--- config.mk ---
export PLATFORM = sky130hd
export DESIGN_NAME = tws_serial_io
export DESIGN_NICKNAME = d
export VERILOG_FILES = /design/src/hw/tws_pkg.sv /design/src/hw/tws_serial_io.sv /design/src/hw/tws_pin_sync.sv /design/src/hw/tws_clk_div.sv
export SDC_FILE = /design/constraint.sdc
export NUM_CORES = 1
export LEC_CHECK = 0
export BUFFER_PORTS_ARGS = -buffer_cell sky130_fd_sc_hd__buf_4
export CAP_MARGIN = 20
export CORE_MARGIN = 2
export CORE_UTILIZATION = 43
export CTS_BUF_LIST = sky130_fd_sc_hd__clkbuf_8
export DETAILED_ROUTE_END_ITERATION = 16
export HOLD_SLACK_MARGIN = 0.03
export PLACE_DENSITY = 0.76
export SLEW_MARGIN = 15
export SYNTH_ARGS = -nofsm -noshare
export SYNTH_HDL_FRONTEND = slang
export SYNTH_SLANG_ARGS = --single-unit
--- constraint.sdc ---
create_clock -name pclk -period 1.8 [get_ports pclk]
set_clock_uncertainty 0.1 [all_clocks]
set_input_delay 0.18 -clock pclk [delete_from_list [all_inputs] [get_ports pclk]]
set_output_delay 0.18 -clock pclk [all_outputs]
set_load 0.02 [all_outputs]
--- src/hw/tws_pkg.sv ---
/*
 * tws_pkg: register map, field positions, reset values and divider counts
 * of the three-wire serial port.
 * assumes: APB with 32-bit data, one aligned word per register.
 */
package tws_pkg;

    localparam int          ADDR_W         = 20;

    // register indices; byte address is four times the index
    localparam logic [17:0] IDX_MODE_CTRL  = 18'h0ff86;
    localparam logic [17:0] IDX_SHIFT_DATA = 18'h0ff87;
    localparam logic [17:0] IDX_STATUS     = 18'h0ff88;

    localparam logic [ADDR_W-1:0] ADDR_MODE_CTRL  = {IDX_MODE_CTRL, 2'b00};
    localparam logic [ADDR_W-1:0] ADDR_SHIFT_DATA = {IDX_SHIFT_DATA, 2'b00};
    localparam logic [ADDR_W-1:0] ADDR_STATUS     = {IDX_STATUS, 2'b00};

    // serial_mode_control fields
    localparam int          BIT_ENABLE     = 7;
    localparam int          BIT_RX_ONLY    = 2;
    localparam int          BIT_CLK_HI     = 1;
    localparam int          BIT_CLK_LO     = 0;
    localparam logic [7:0]  CTRL_WR_MASK   = 8'h87;
    localparam logic [7:0]  CTRL_RESET     = 8'h00;

    // status fields
    localparam int          BIT_DONE       = 0;
    localparam int          BIT_BUSY       = 1;

    // clock select codes
    localparam logic [1:0]  CLK_EXTERNAL   = 2'b00;
    localparam logic [1:0]  CLK_DIV8       = 2'b01;
    localparam logic [1:0]  CLK_DIV16      = 2'b10;
    localparam logic [1:0]  CLK_DIV32      = 2'b11;

    // divide ratios of the main clock and the derived half-period counts
    localparam int          DIV8_RATIO     = 8;
    localparam int          DIV16_RATIO    = 16;
    localparam int          DIV32_RATIO    = 32;
    localparam int          HALF_W         = 4;
    localparam logic [HALF_W-1:0] HALF_DIV8  = HALF_W'(DIV8_RATIO / 2 - 1);
    localparam logic [HALF_W-1:0] HALF_DIV16 = HALF_W'(DIV16_RATIO / 2 - 1);
    localparam logic [HALF_W-1:0] HALF_DIV32 = HALF_W'(DIV32_RATIO / 2 - 1);

    localparam int          XFER_BITS      = 8;
    localparam logic [3:0]  LAST_BIT       = 4'(XFER_BITS - 1);

endpackage

--- src/hw/tws_serial_io.sv ---
/*
 * tws_serial_io: 8-bit three-wire serial port with an APB register slave.
 * assumes: pclk is the main oscillator clock; sck and si pins are
 * asynchronous; pad logic resolves the pins from the output enables.
 */
`timescale 1ns/1ps
module tws_serial_io
    import tws_pkg::*;
(
    input  wire logic              pclk,     // main clock, 250 MHz
    input  wire logic              presetn,  // async reset, low
    input  wire logic              psel,     // apb select
    input  wire logic              penable,  // apb access phase
    input  wire logic              pwrite,   // apb direction
    input  wire logic [ADDR_W-1:0] paddr,    // apb byte address
    input  wire logic [31:0]       pwdata,   // apb write data
    input  wire logic [3:0]        pstrb,    // apb byte strobes
    output logic      [31:0]       prdata,   // apb read data
    output logic                   pready,   // apb ready
    output logic                   pslverr,  // apb error, unmapped
    input  wire logic              sck_i,    // serial clock pin level
    output logic                   sck_o,    // serial clock drive
    output logic                   sck_oe,   // serial clock enable
    output logic                   so_o,     // serial out drive
    output logic                   so_oe,    // serial out enable
    input  wire logic              si_i,     // serial in pin level
    output logic                   serial_active // pins owned by port
);
    typedef struct packed {
        logic [7:0]  mode_ctrl;
        logic        busy;
        logic        sck_level;
        logic [3:0]  bit_cnt;
        logic        done;
        logic        so_latch;
        logic [31:0] rdata;
        logic        ready;
        logic        slverr;
    } tws_state_t;

    tws_state_t s_reg;
    tws_state_t s_next;

    logic [7:0] shift_reg;
    logic [7:0] shift_next;

    logic       sck_mid;
    logic       sck_last;
    logic       si_mid;
    logic       si_last;
    logic       div_tick;

    logic       enabled;
    logic       rx_only;
    logic [1:0] clk_sel;
    logic       ext_clk;
    logic       setup_ph;
    logic       access_ph;
    logic       hit_ctrl;
    logic       hit_data;
    logic       hit_stat;
    logic       start_ok;
    logic       fall_ev;
    logic       rise_ev;
    logic       trig_wr;
    logic       trig_rd;

    tws_pin_sync
    #(
        .W       (2),
        .RST_VAL (2'b11)
    )
    u_sync
    (
        .clk    (pclk),
        .rst_n  (presetn),
        .d      ({sck_i, si_i}),
        .q_mid  ({sck_mid, si_mid}),
        .q_last ({sck_last, si_last})
    );

    tws_clk_div u_div
    (
        .clk   (pclk),
        .rst_n (presetn),
        .run   (s_reg.busy && !ext_clk),
        .sel   (clk_sel),
        .tick  (div_tick)
    );

    assign enabled  = s_reg.mode_ctrl[BIT_ENABLE];
    assign rx_only  = s_reg.mode_ctrl[BIT_RX_ONLY];
    assign clk_sel  = {s_reg.mode_ctrl[BIT_CLK_HI], s_reg.mode_ctrl[BIT_CLK_LO]};
    assign ext_clk  = (clk_sel == CLK_EXTERNAL);

    assign setup_ph  = psel && !penable;
    assign access_ph = psel && penable && s_reg.ready;
    assign hit_ctrl  = (paddr == ADDR_MODE_CTRL);
    assign hit_data  = (paddr == ADDR_SHIFT_DATA);
    assign hit_stat  = (paddr == ADDR_STATUS);

    // a new transfer starts only if the clock is idle high at the request
    assign start_ok = enabled && !s_reg.busy
                      && (!ext_clk || (sck_mid && sck_last));

    // external edges count while stage two shows the new level and stage three still the old
    assign fall_ev = ext_clk ? (sck_last && !sck_mid && sck_mid == sck_mid)
                             : (div_tick && s_reg.sck_level);
    assign rise_ev = ext_clk ? (!sck_last && sck_mid)
                             : (div_tick && !s_reg.sck_level);

    assign trig_wr = access_ph && pwrite && hit_data && pstrb[0]
                     && !rx_only && start_ok;
    assign trig_rd = access_ph && !pwrite && hit_data
                     && rx_only && start_ok;

    always_comb
    begin
        s_next     = s_reg;
        shift_next = shift_reg;

        // apb: data and error latched in setup, answered in the access cycle
        s_next.ready  = setup_ph;
        s_next.slverr = 1'b0;
        if (setup_ph)
        begin
            s_next.slverr = !(hit_ctrl || hit_data || hit_stat);
            s_next.rdata  = 32'h0000_0000;
            if (hit_ctrl)
                s_next.rdata = {24'h00_0000, s_reg.mode_ctrl & CTRL_WR_MASK};
            else if (hit_data)
                s_next.rdata = {24'h00_0000, shift_reg};
            else if (hit_stat)
                s_next.rdata = {30'h0000_0000, s_reg.busy, s_reg.done};
        end

        if (access_ph && pwrite && pstrb[0])
        begin
            if (hit_ctrl)
                s_next.mode_ctrl = pwdata[7:0] & CTRL_WR_MASK;
            else if (hit_data && !s_reg.busy)
                shift_next = pwdata[7:0];
            else if (hit_stat && pwdata[BIT_DONE])
                s_next.done = 1'b0;
        end

        if (trig_wr || trig_rd)
        begin
            s_next.busy      = 1'b1;
            s_next.bit_cnt   = 4'h0;
            s_next.sck_level = 1'b1;
        end

        if (s_reg.busy)
        begin
            if (fall_ev)
            begin
                s_next.sck_level = 1'b0;
                s_next.so_latch  = shift_reg[7];
                shift_next       = {shift_reg[6:0], shift_reg[0]};
            end
            else if (rise_ev)
            begin
                s_next.sck_level = 1'b1;
                shift_next[0]    = si_mid;
                s_next.bit_cnt   = s_reg.bit_cnt + 4'h1;
                if (s_reg.bit_cnt == LAST_BIT)
                begin
                    s_next.busy = 1'b0;
                    s_next.done = 1'b1;
                end
            end
        end

        // disable aborts any transfer and clears the counter
        if (!s_next.mode_ctrl[BIT_ENABLE])
        begin
            s_next.busy      = 1'b0;
            s_next.bit_cnt   = 4'h0;
            s_next.sck_level = 1'b1;
        end
    end

    always_ff @(posedge pclk or negedge presetn)
    begin
        if (!presetn)
        begin
            s_reg           <= '0;
            s_reg.mode_ctrl <= CTRL_RESET;
            s_reg.sck_level <= 1'b1;
        end
        else
        begin
            s_reg <= s_next;
        end
    end

    // shift data has no reset and powers up undefined
    always_ff @(posedge pclk)
    begin
        shift_reg <= shift_next;
    end

    assign prdata  = s_reg.rdata;
    assign pready  = s_reg.ready;
    assign pslverr = s_reg.slverr && s_reg.ready;

    assign serial_active = enabled;
    assign sck_o  = s_reg.sck_level;
    assign sck_oe = enabled && !ext_clk;
    assign so_o   = rx_only ? 1'b0 : s_reg.so_latch;
    assign so_oe  = enabled;

endmodule // tws_serial_io

--- src/hw/tws_pin_sync.sv ---
/*
 * tws_pin_sync: three-stage synchroniser for pin inputs.
 * assumes: inputs asynchronous to clk; callers read only q_mid and q_last.
 */
`timescale 1ns/1ps
module tws_pin_sync
#(
    parameter int         W       = 1,
    parameter logic [W-1:0] RST_VAL = '0
)
(
    input  wire logic         clk,     // system clock
    input  wire logic         rst_n,   // async reset, low
    input  wire logic [W-1:0] d,       // raw pin levels
    output logic      [W-1:0] q_mid,   // second stage
    output logic      [W-1:0] q_last   // third stage
);
    logic [W-1:0] meta_reg;

    always_ff @(posedge clk or negedge rst_n)
    begin
        if (!rst_n)
        begin
            meta_reg <= RST_VAL;
            q_mid    <= RST_VAL;
            q_last   <= RST_VAL;
        end
        else
        begin
            meta_reg <= d;
            q_mid    <= meta_reg;
            q_last   <= q_mid;
        end
    end
endmodule // tws_pin_sync

--- src/hw/tws_clk_div.sv ---
/*
 * tws_clk_div: half-period tick generator for the internal serial clock.
 * assumes: sel is steady while run is high.
 */
`timescale 1ns/1ps
module tws_clk_div
    import tws_pkg::*;
(
    input  wire logic       clk,    // main clock
    input  wire logic       rst_n,  // async reset, low
    input  wire logic       run,    // count while high
    input  wire logic [1:0] sel,    // clock select code
    output logic            tick    // one-cycle pulse per half period
);
    logic [HALF_W-1:0] cnt_reg;
    logic [HALF_W-1:0] limit;

    always_comb
    begin
        unique case (sel)
            CLK_DIV8:  limit = HALF_DIV8;
            CLK_DIV16: limit = HALF_DIV16;
            CLK_DIV32: limit = HALF_DIV32;
            default:   limit = HALF_DIV32;
        endcase
    end

    assign tick = run && (cnt_reg == limit);

    always_ff @(posedge clk or negedge rst_n)
    begin
        if (!rst_n)
            cnt_reg <= '0;
        else if (!run || tick)
            cnt_reg <= '0;
        else
            cnt_reg <= cnt_reg + 1'b1;
    end
endmodule // tws_clk_div

==> results.sh, run 1 <==
export IMPL_outcome="complete, but fails checks"
export IMPL_failed_checks="negative setup slack"
export IMPL_power_frac_clock=0.412
export IMPL_clock_path_buffers=2
export IMPL_slowest_stage="dfrtp_1"
export IMPL_critPathCaptureType="flop"
export IMPL_regToRegSetupSlack_ns=-0.13
export IMPL_io_buffer_count=50
export IMPL_drc_errors=0
export IMPL_cts_sinks=39
export IMPL_place_congestion=0.8783
export IMPL_vias_per_cell=4.834
export IMPL_path_cells="inv_2 > ha_4 > xor2_4 > buf_4 > nand4_1 > a21o_4 > buf_12 > nor2_4 > a21oi_1"
export IMPL_total_power_mw=1.793
export IMPL_grt_setup_unrepaired="yes"
export IMPL_die_w_um=74.02
export IMPL_route_vias_total=1692
export IMPL_grt_pass1_vias=1610
export IMPL_grt_overflow_total=0
export IMPL_fin_crit_sh=1.074
export IMPL_synth_top_flop_cell="dfrtp_1"
export IMPL_fmax_mhz=517.5
export IMPL_pwr_share_seq=0.497
export IMPL_root_buffer="clkbuf_8"
export IMPL_maxSlewViolCount=0
export IMPL_post_route_min_period_ns=1.932
export IMPL_hold_slack_ns=0.03691
export IMPL_dieArea_mm2=0.005479
export IMPL_drt_total_wl_mm=4.700
export IMPL_fin_tns_setup_ns=-1.618
export IMPL_dp_hpwl_mm=3.344
export IMPL_diodes=0
export IMPL_async_reset_ff_frac=0.7949
export IMPL_grt_pass1_wl_mm=7.389
export IMPL_cts_inserted_buffers=5
export IMPL_clk_latency_ns=0.30
export IMPL_row_count=25
export IMPL_worst_slack_ns=-0.1324
export IMPL_netSwitchingFraction=0.2356
export IMPL_yosys_warnings=0
export IMPL_setup_viol=16
export IMPL_die_h_um=74.02
export IMPL_drtPass1Iterations=4
export IMPL_cellPowerDensity_mw_per_mm2=606.2
export IMPL_cts_tree="yes"
export IMPL_hold_class="input port to flop"
export IMPL_drive_above_1_share=0.4276
export IMPL_critPathBufInv=3
export IMPL_dpl_cell_count=335
export IMPL_htreeDepth=2
export IMPL_layout_commonest_cell="buf_4"
export IMPL_ioPinCount=102
export IMPL_synth_area_mm2=0.002108
export IMPL_yosysUniqueCellTypes=46
export IMPL_final_antenna_net_count=0
export IMPL_final_util=0.6262
export IMPL_worstSetupPathType="flop to flop"
export IMPL_layout_nets=349
export IMPL_leakagePower_nw=1.332
export IMPL_grt_start_max_net_pins=32
export IMPL_grt_antenna_before_repair=0
export IMPL_syn_inst=210
export IMPL_path_max_fanout=6
export IMPL_ir_drop_v=0.0005350
export IMPL_wire_per_inst_um=13.43
export IMPL_grt_use_total=0.1784
export IMPL_area_growth_pct=40.30
export IMPL_clkSlewWorstSetupHoldPaths_ns=0.08
export IMPL_critPathTopFamily="flip-flops"
export IMPL_ys_seq_area_frac=0.4522
export IMPL_final_cell_mix="72 x buf_4, 25 x dfrtp_1, 24 x conb_1"
export IMPL_syn_avg_cell_area_um2=10.04
export IMPL_comb_power_share=0.090
export IMPL_synth_edff_count=1
export IMPL_fillers=374
export IMPL_core_area_mm2=0.004723
export IMPL_max_cap_viol_count=0
export IMPL_initialDrtViolationCount=86
export IMPL_finalHoldViolations=0
export IMPL_critical_path_max_stage_delay_ns=0.39
export IMPL_power_switching_mw=0.4225
export IMPL_critPathRequiredTime_ns=1.89
export IMPL_synth_ff_latch_count=39
export IMPL_worst_ep_arrival_time_ns=2.02
export IMPL_p_int_mw=1.371
export IMPL_crit_path_start_kind="flop"
export IMPL_fin_cells=350
export IMPL_initial_core_util=0.4464
[repair_timing]
| item | in CTS | in global routing |
|---|---|---|
| pin swaps | 5 | 5 |
| gates cloned | 1 | 0 |
| gates resized for setup | 24 | 14 |
| hold endpoints to repair | 35 | 0 |
| setup buffers | 1 | 0 |
| hold buffers | 5 | 0 |
| endpoints found under the setup margin | 18 | 18 |
[cells in the mapped netlist, types with 5 or more instances]
library cell	instances	share of area
nand2_1	14	0.025
nand3_1	5	0.012
inv_1	6	0.011
buf_4	33	0.12
dfstp_2	6	0.075
nand2b_1	6	0.018
mux2i_1	11	0.052
nor3_1	7	0.017
dfrtp_1	25	0.30
nor2_1	18	0.032
dfxtp_1	7	0.066
a21oi_1	10	0.024
[power groups by stage]
stage	clock network (mW)	logic (mW)	registers [mW]
2_1_floorplan	0	0.108	0.910
3_3_place_gp	0	0.150	0.909
3_5_place_dp	0	0.152	0.909
4_1_cts	0.744	0.162	0.892
5_1_grt	0.780	0.177	0.893
6_report	0.739	0.162	0.892
[metal layers]
metal	GRT usage	part of all wire	up-vias
li1	-	-	822
met1	0.2221	0.43	810
met2	0.3036	0.51	51
met3	0.04336	0.045	9
met4	0.06061	0.015	0
met5	0	0	-
[worst paths after layout]
check                                                   from  cells past startpoint                   endpoint
worst max-delay path                  clk_sel[0]$_DFFE_PN0P_                      9       shift_reg[3]$_DFF_P_
worst min-delay path                               pwdata[0]                      3     clk_sel[0]$_DFFE_PN0P_
worst max register to register        clk_sel[0]$_DFFE_PN0P_                      9       shift_reg[3]$_DFF_P_
worst min register to register  u_sync.meta_reg[1]$_DFF_PN1_                      0  u_sync.q_mid[1]$_DFF_PN1_
max in group asynchronous                            presetn                      2  u_sync.q_mid[1]$_DFF_PN1_
min in group asynchronous                            presetn                      2     clk_sel[0]$_DFFE_PN0P_
[worst min-delay path, stage by stage]
cell and delay (ns):
buf_4 0.10, nand2_1 0.04, o21ai_0 0.08
[cells by family after synthesis]
| family | synth area share |
|---|---|
| AOI/OAI and AO/OA | 0.1068 |
| DFF | 0.4522 |
| and+or+nand+nor | 0.1982 |
| muxes | 0.06291 |
| xor gates and xnor gates | 0.01662 |
| buffers and inverters | 0.1377 |
| other | 0.001779 |
| adders and majority gates | 0.02374 |
[stage by stage]
stage / setup WS (ns) / instance area, um2
after floorplan: -0.1864 / 2221
after global placement: -0.1644 / 2571
after detailed placement: -0.2585 / 2571
after CTS: -0.1088 / 2877
after global routing: -0.2182 / 2958
final: -0.1324 / 2958
[cell type report]
class,count,area (um2),share of cell area
clock buffers,5,68.82,0.02327
clock inverters,3,43.79,0.01481
inverters,6,22.52,0.007614
multi-input cells,150,1136,0.3841
flip-flops and latches,39,953.4,0.3223
well taps,67,83.83,0.02834
repair buffers,80,649.4,0.2195
No activity file was read; power rests on OpenSTA's default activity.
==> run 2: changes to the inputs <==
- GPL_TIMING_DRIVEN: not set -> 0
==> run 2 against run 1 <==
  * The run still ends with negative setup slack left
  * Maximum frequency fell by 2.9%
  * First-iteration DRC count increased by 20%
  * Global-route usage up 1.5 points
  * Sequential share of layout area decreased by 2.8 points
  * Total power rose by 2.8%
  * Critical path type unchanged
  * Setup slack lost 0.057 ns
  * Sequential power about the same
  * Cell count up 8.6%
  * Design area increased by 9.6%
==> results.sh, run 2 (synthesis gave the netlist of run 1 again) <==
export IMPL_outcome="complete, but fails checks"
export IMPL_failed_checks="negative setup slack"
export IMPL_hold_slack_ns=0.04873
export IMPL_wire_per_inst_um=13.81
export IMPL_crit_path_start_kind="flop"
export IMPL_vias_per_cell=4.858
export IMPL_finalHoldViolations=0
export IMPL_leakagePower_nw=1.499
export IMPL_final_antenna_net_count=0
export IMPL_path_cells="inv_2 > ha_4 > xor2_4 > a41oi_4 > or3_4 > a311oi_2"
export IMPL_slowest_stage="dfrtp_1"
export IMPL_initialDrtViolationCount=103
export IMPL_cts_tree="yes"
export IMPL_relSlewSlack=0.4835
export IMPL_critPathCaptureType="flop"
export IMPL_ioPinCount=102
export IMPL_fmax_mhz=502.6
export IMPL_dieArea_mm2=0.005479
export IMPL_final_util=0.6866
export IMPL_layout_commonest_cell="buf_4"
export IMPL_io_buffer_count=49
export IMPL_die_h_um=74.02
export IMPL_grt_pass1_vias=1726
export IMPL_area_growth_pct=53.83
export IMPL_path_max_fanout=5
export IMPL_setup_viol=16
export IMPL_diodes=0
export IMPL_ir_drop_v=0.0005041
export IMPL_grt_start_max_net_pins=32
export IMPL_grt_overflow_total=0
export IMPL_clkSlewWorstSetupHoldPaths_ns=0.08
export IMPL_cts_sinks=39
export IMPL_cellPowerDensity_mw_per_mm2=568.3
export IMPL_layout_nets=379
export IMPL_post_route_min_period_ns=1.990
export IMPL_grt_use_total=0.1934
export IMPL_total_power_mw=1.843
export IMPL_row_count=25
export IMPL_grt_pass1_wl_mm=8.059
export IMPL_max_cap_viol_count=0
export IMPL_worst_ep_arrival_time_ns=2.08
export IMPL_clock_path_buffers=2
export IMPL_critPathRequiredTime_ns=1.89
export IMPL_htreeDepth=2
export IMPL_grt_antenna_before_repair=0
export IMPL_hold_class="input port to flop"
export IMPL_drt_total_wl_mm=5.248
export IMPL_fin_crit_sh=1.105
export IMPL_drtPass1Iterations=4
export IMPL_worst_slack_ns=-0.1898
export IMPL_dp_hpwl_mm=3.270
export IMPL_worst_pin_slew_ns=0.7640
export IMPL_cts_inserted_buffers=5
export IMPL_clk_latency_ns=0.30
export IMPL_core_area_mm2=0.004723
export IMPL_root_buffer="clkbuf_8"
export IMPL_die_w_um=74.02
export IMPL_place_congestion=0.8120
export IMPL_drive_above_1_share=0.4984
export IMPL_critical_path_max_stage_delay_ns=0.39
export IMPL_grt_setup_unrepaired="yes"
export IMPL_route_vias_total=1846
export IMPL_drc_errors=0
export IMPL_worstSetupPathType="flop to flop"
export IMPL_maxSlewViolCount=0
export IMPL_final_cell_mix="95 x buf_4, 25 x dfrtp_1, 24 x conb_1"
export IMPL_initial_core_util=0.4464
run 2: cell count changes in the layout (fill, tap and decap cells not counted), moves of 2 or more:
cell,delta
buf_4,+23
clkbuf_8,+2
a21oi_2,+6
buf_6,+4
nor2_1,+2
a21oi_1,-6
nor3_1,-2
clkbuf_1,+2
run 2: through the flow:
| step | setup TNS (ns) | setup slack [ns] | cells | area, um2 |
|---|---|---|---|---|
| 2_1_floorplan | -1.641 | -0.1864 | 233 | 2221 |
| 3_3_place_gp | -6.733 | -0.4966 | 349 | 2673 |
| 4_1_cts | -0.6590 | -0.1430 | 372 | 3118 |
| 5_1_grt | -1.920 | -0.2205 | 380 | 3243 |
| 3_5_place_dp | -8.098 | -0.5895 | 349 | 2673 |
| 6_report | -1.043 | -0.1898 | 380 | 3243 |
run 2: critical path: cells and delay by family, from the launching register on:
kind	cells	cell delay [ns]
XOR/XNOR	1	0.20
flip-flops	1	0.39
AND/OR/NAND/NOR	1	0.36
buffers and inverters	1	0.07
AO/OA/AOI/OAI	2	0.48
adder cells (fa/ha/maj)	1	0.29
run 2: repair_timing:
action / in CTS / in global routing
pin swaps: 12 / 10
setup buffers: 9 / 8
hold buffers: 5 / 0
setup endpoints to repair: 20 / 19
hold endpoints to repair: 35 / 0
gates cloned: 1 / 0
gates resized for setup: 36 / 14
run 2: path summary, 6_finish.rpt:
kind                                         startpoint                         end  slack, ns  depth (start not counted)
max in group asynchronous                       presetn  u_sync.q_last[1]$_DFF_PN1_       1.04                          2
min in group asynchronous                       presetn       prdata[3]$_DFFE_PN0P_       0.24                          2
hold / removal                                pwdata[0]      clk_sel[0]$_DFFE_PN0P_       0.05                          3
setup reg to reg                 clk_sel[0]$_DFFE_PN0P_         s_reg[38]$_DFF_PN0_      -0.19                          6
setup / recovery                 clk_sel[0]$_DFFE_PN0P_         s_reg[38]$_DFF_PN0_      -0.19                          6
hold reg to reg            u_sync.meta_reg[0]$_DFF_PN1_   u_sync.q_mid[0]$_DFF_PN1_       0.26                          0
run 2: where the power goes:
| part | internal [mW] | leakage [nW] | switching (mW) |
|---|---|---|---|
| registers | 0.888 | 0.469 | 0.00392 |
| clock network | 0.413 | 0.0581 | 0.330 |
| logic | 0.105 | 0.972 | 0.103 |
| total | 1.41 | 1.50 | 0.437 |
run 2: final cells by class:
type	instances	area [um2]
inverter	6	22.52
fill	353	1480
multi-input combinational	150	1191
clock inverter	3	43.79
clock buffer	5	68.82
timing repair buffer	72	574.3
buffer	38	305.3
tap	67	83.83
sequential	39	953.4
run 2: routing by layer:
| layer | share of wire | track usage | up-vias |
|---|---|---|---|
| li1 | - | - | 883 |
| met1 | 0.39 | 0.2238 | 867 |
| met2 | 0.53 | 0.3512 | 72 |
| met3 | 0.048 | 0.04201 | 24 |
| met4 | 0.033 | 0.06869 | 0 |
| met5 | 0 | 0 | - |
==> run 3: changes to the inputs <==
- CORE_MARGIN: 2 -> not set
==> run 3 against run 2 <==
  * The run still ends with negative setup slack left
  * Largest cell class unchanged
  * Design area decreased by 1.0%
  * Maximum frequency rose by 0.79%
  * Clock power down 23%
  * Via count decreased by 1.5%
  * Worst hold slack better by 0.0036 ns
  * First-iteration DRC count up 44%
  * Clock-buffer cell count is the same
  * Global-route usage is 0.75 points higher
  * Cell count shrank 0.79%
  * Critical path type unchanged
==> results.sh, run 3 (synthesis gave the netlist of run 1 again) <==
export IMPL_comb_power_share=0.125
export IMPL_cellPowerDensity_mw_per_mm2=522.5
export IMPL_layout_commonest_cell="buf_4"
export IMPL_vias_per_cell=4.822
export IMPL_critPathRequiredTime_ns=1.88
export IMPL_worst_slack_ns=-0.1743
export IMPL_multi_input_comb_area_mm2=0.001209
export IMPL_clk_latency_ns=0.29
export IMPL_crit_path_start_kind="flop"
export IMPL_regArea_um2=953.4
export IMPL_drtPass1Iterations=4
export IMPL_die_w_um=72.02
export IMPL_diodes=0
export IMPL_p_int_mw=1.259
export IMPL_pwr_share_seq=0.532
export IMPL_max_cap_viol_count=0
export IMPL_ioPinCount=102
export IMPL_hold_class="input port to flop"
export IMPL_grt_start_max_net_pins=32
export IMPL_worst_ep_arrival_time_ns=2.05
export IMPL_wire_per_inst_um=13.51
export IMPL_final_antenna_net_count=0
export IMPL_fin_tns_setup_ns=-1.132
export IMPL_grt_use_total=0.2009
export IMPL_drt_total_wl_mm=5.093
export IMPL_row_count=25
export IMPL_critPathCaptureType="flop"
export IMPL_leakagePower_nw=1.485
export IMPL_io_buffer_count=49
export IMPL_use_met1=0.2489
export IMPL_cts_tree="yes"
export IMPL_worst_pin_slew_ns=0.7999
export IMPL_drive_above_1_share=0.5000
export IMPL_dieArea_mm2=0.005187
export IMPL_die_h_um=72.02
export IMPL_initial_core_util=0.4464
export IMPL_worstSetupPathType="flop to flop"
export IMPL_power_switching_mw=0.4180
export IMPL_power_frac_clock=0.343
export IMPL_path_max_fanout=5
export IMPL_ir_drop_v=0.0004458
export IMPL_core_area_mm2=0.004723
export IMPL_final_cell_mix="95 x buf_4, 25 x dfrtp_1, 24 x conb_1"
export IMPL_grt_pass1_vias=1713
export IMPL_dpl_cell_area_mm2=0.002673
export IMPL_failed_checks="negative setup slack"
export IMPL_design_area_mm2=0.003211
export IMPL_grt_pass1_wl_mm=7.997
export IMPL_netSwitchingFraction=0.2492
export IMPL_grt_most_used_layer="met2"
export IMPL_drc_errors=0
export IMPL_grt_setup_unrepaired="yes"
export IMPL_cts_sinks=39
export IMPL_fillers=346
export IMPL_use_met2=0.3564
export IMPL_htreeDepth=2
export IMPL_cts_inserted_buffers=5
export IMPL_final_util=0.6797
export IMPL_root_buffer="clkbuf_8"
export IMPL_clkSlewWorstSetupHoldPaths_ns=0.09
export IMPL_hold_slack_ns=0.05234
export IMPL_route_vias_total=1818
export IMPL_grt_overflow_total=0
export IMPL_maxSlewViolCount=0
export IMPL_place_congestion=0.8079
export IMPL_finalHoldViolations=0
export IMPL_dp_hpwl_mm=3.344
export IMPL_fin_crit_sh=1.097
export IMPL_post_route_min_period_ns=1.974
export IMPL_area_growth_pct=52.28
export IMPL_layout_nets=376
export IMPL_regToRegSetupSlack_ns=-0.17
export IMPL_setup_viol=13
export IMPL_grt_antenna_before_repair=0
export IMPL_initialDrtViolationCount=148
export IMPL_relSlewSlack=0.4593
export IMPL_clock_path_buffers=2
export IMPL_grtUsageMet3=0.03333
export IMPL_outcome="complete, but fails checks"
export IMPL_fmax_mhz=506.5
==> run 3: cell types whose count changed in the layout (fill, tap and decap cells not counted), sizes merged <==
cell	previous run	this run
bufinv	1	0
clkbuf	10	8
buf	100	99
clkinv	2	3
==> run 3: worst paths after layout <==
check | to | cells past startpoint | from
min | rx_only$_DFFE_PN0P_ | 2 | pwdata[2]
max reg2reg | s_reg[38]$_DFF_PN0_ | 6 | clk_sel[1]$_DFFE_PN0P_
min in group asynchronous | rx_only$_DFFE_PN0P_ | 2 | presetn
max in group asynchronous | u_sync.q_last[1]$_DFF_PN1_ | 2 | presetn
max | s_reg[38]$_DFF_PN0_ | 6 | clk_sel[1]$_DFFE_PN0P_
min reg2reg | u_sync.q_mid[1]$_DFF_PN1_ | 0 | u_sync.meta_reg[1]$_DFF_PN1_
==> run 3: through the flow <==
stage          power, mW  setup WS, ns  cells
5_1_grt            1.747       -0.2523    377
2_1_floorplan      1.018       -0.1864    233
3_3_place_gp       1.098       -0.5165    349
4_1_cts            1.673       -0.1217    372
6_report           1.677       -0.1743    377
3_5_place_dp       1.100       -0.5421    349
==> run 3: routing by layer <==
layer  vias to the layer above  wire [um]
met5                         -          0
met4                         0         66
met3                         9        228
met2                        70       2656
met1                       861       2141
li1                        878          -
==> run 3: worst max-delay path, cell delays in order (launching register included) <==
cell	delay, ns
dfrtp_1	0.39
inv_2	0.09
ha_2	0.23
xor2_4	0.21
a41oi_4	0.18
or3_1	0.39
a311oi_2	0.28
==> run 3: final cells by class <==
cell class,count,share of cell area
plain buffers,38,0.09587
clock buffers,5,0.02143
clock inverters,3,0.004677
inverters,6,0.007015
multi-input cells,150,0.3765
flip-flops and latches,39,0.2970
well taps,67,0.02611
repair buffers,69,0.1715
==> run 3: power groups by stage <==
stage | Sequential [mW] | Clock (mW) | Combinational (mW)
after floorplan | 0.910 | 0 | 0.108
after global placement | 0.909 | 0 | 0.189
after detailed placement | 0.910 | 0 | 0.191
after CTS | 0.892 | 0.577 | 0.203
after global routing | 0.894 | 0.627 | 0.226
final | 0.893 | 0.575 | 0.210
==> run 3: what timing repair did <==
action,in CTS,in global routing
resized for setup,39,16
cloned,1,0
pin swaps,9,9
hold buffers,5,0
hold endpoints to repair,29,0
setup endpoints to repair,19,20
setup buffers,9,5
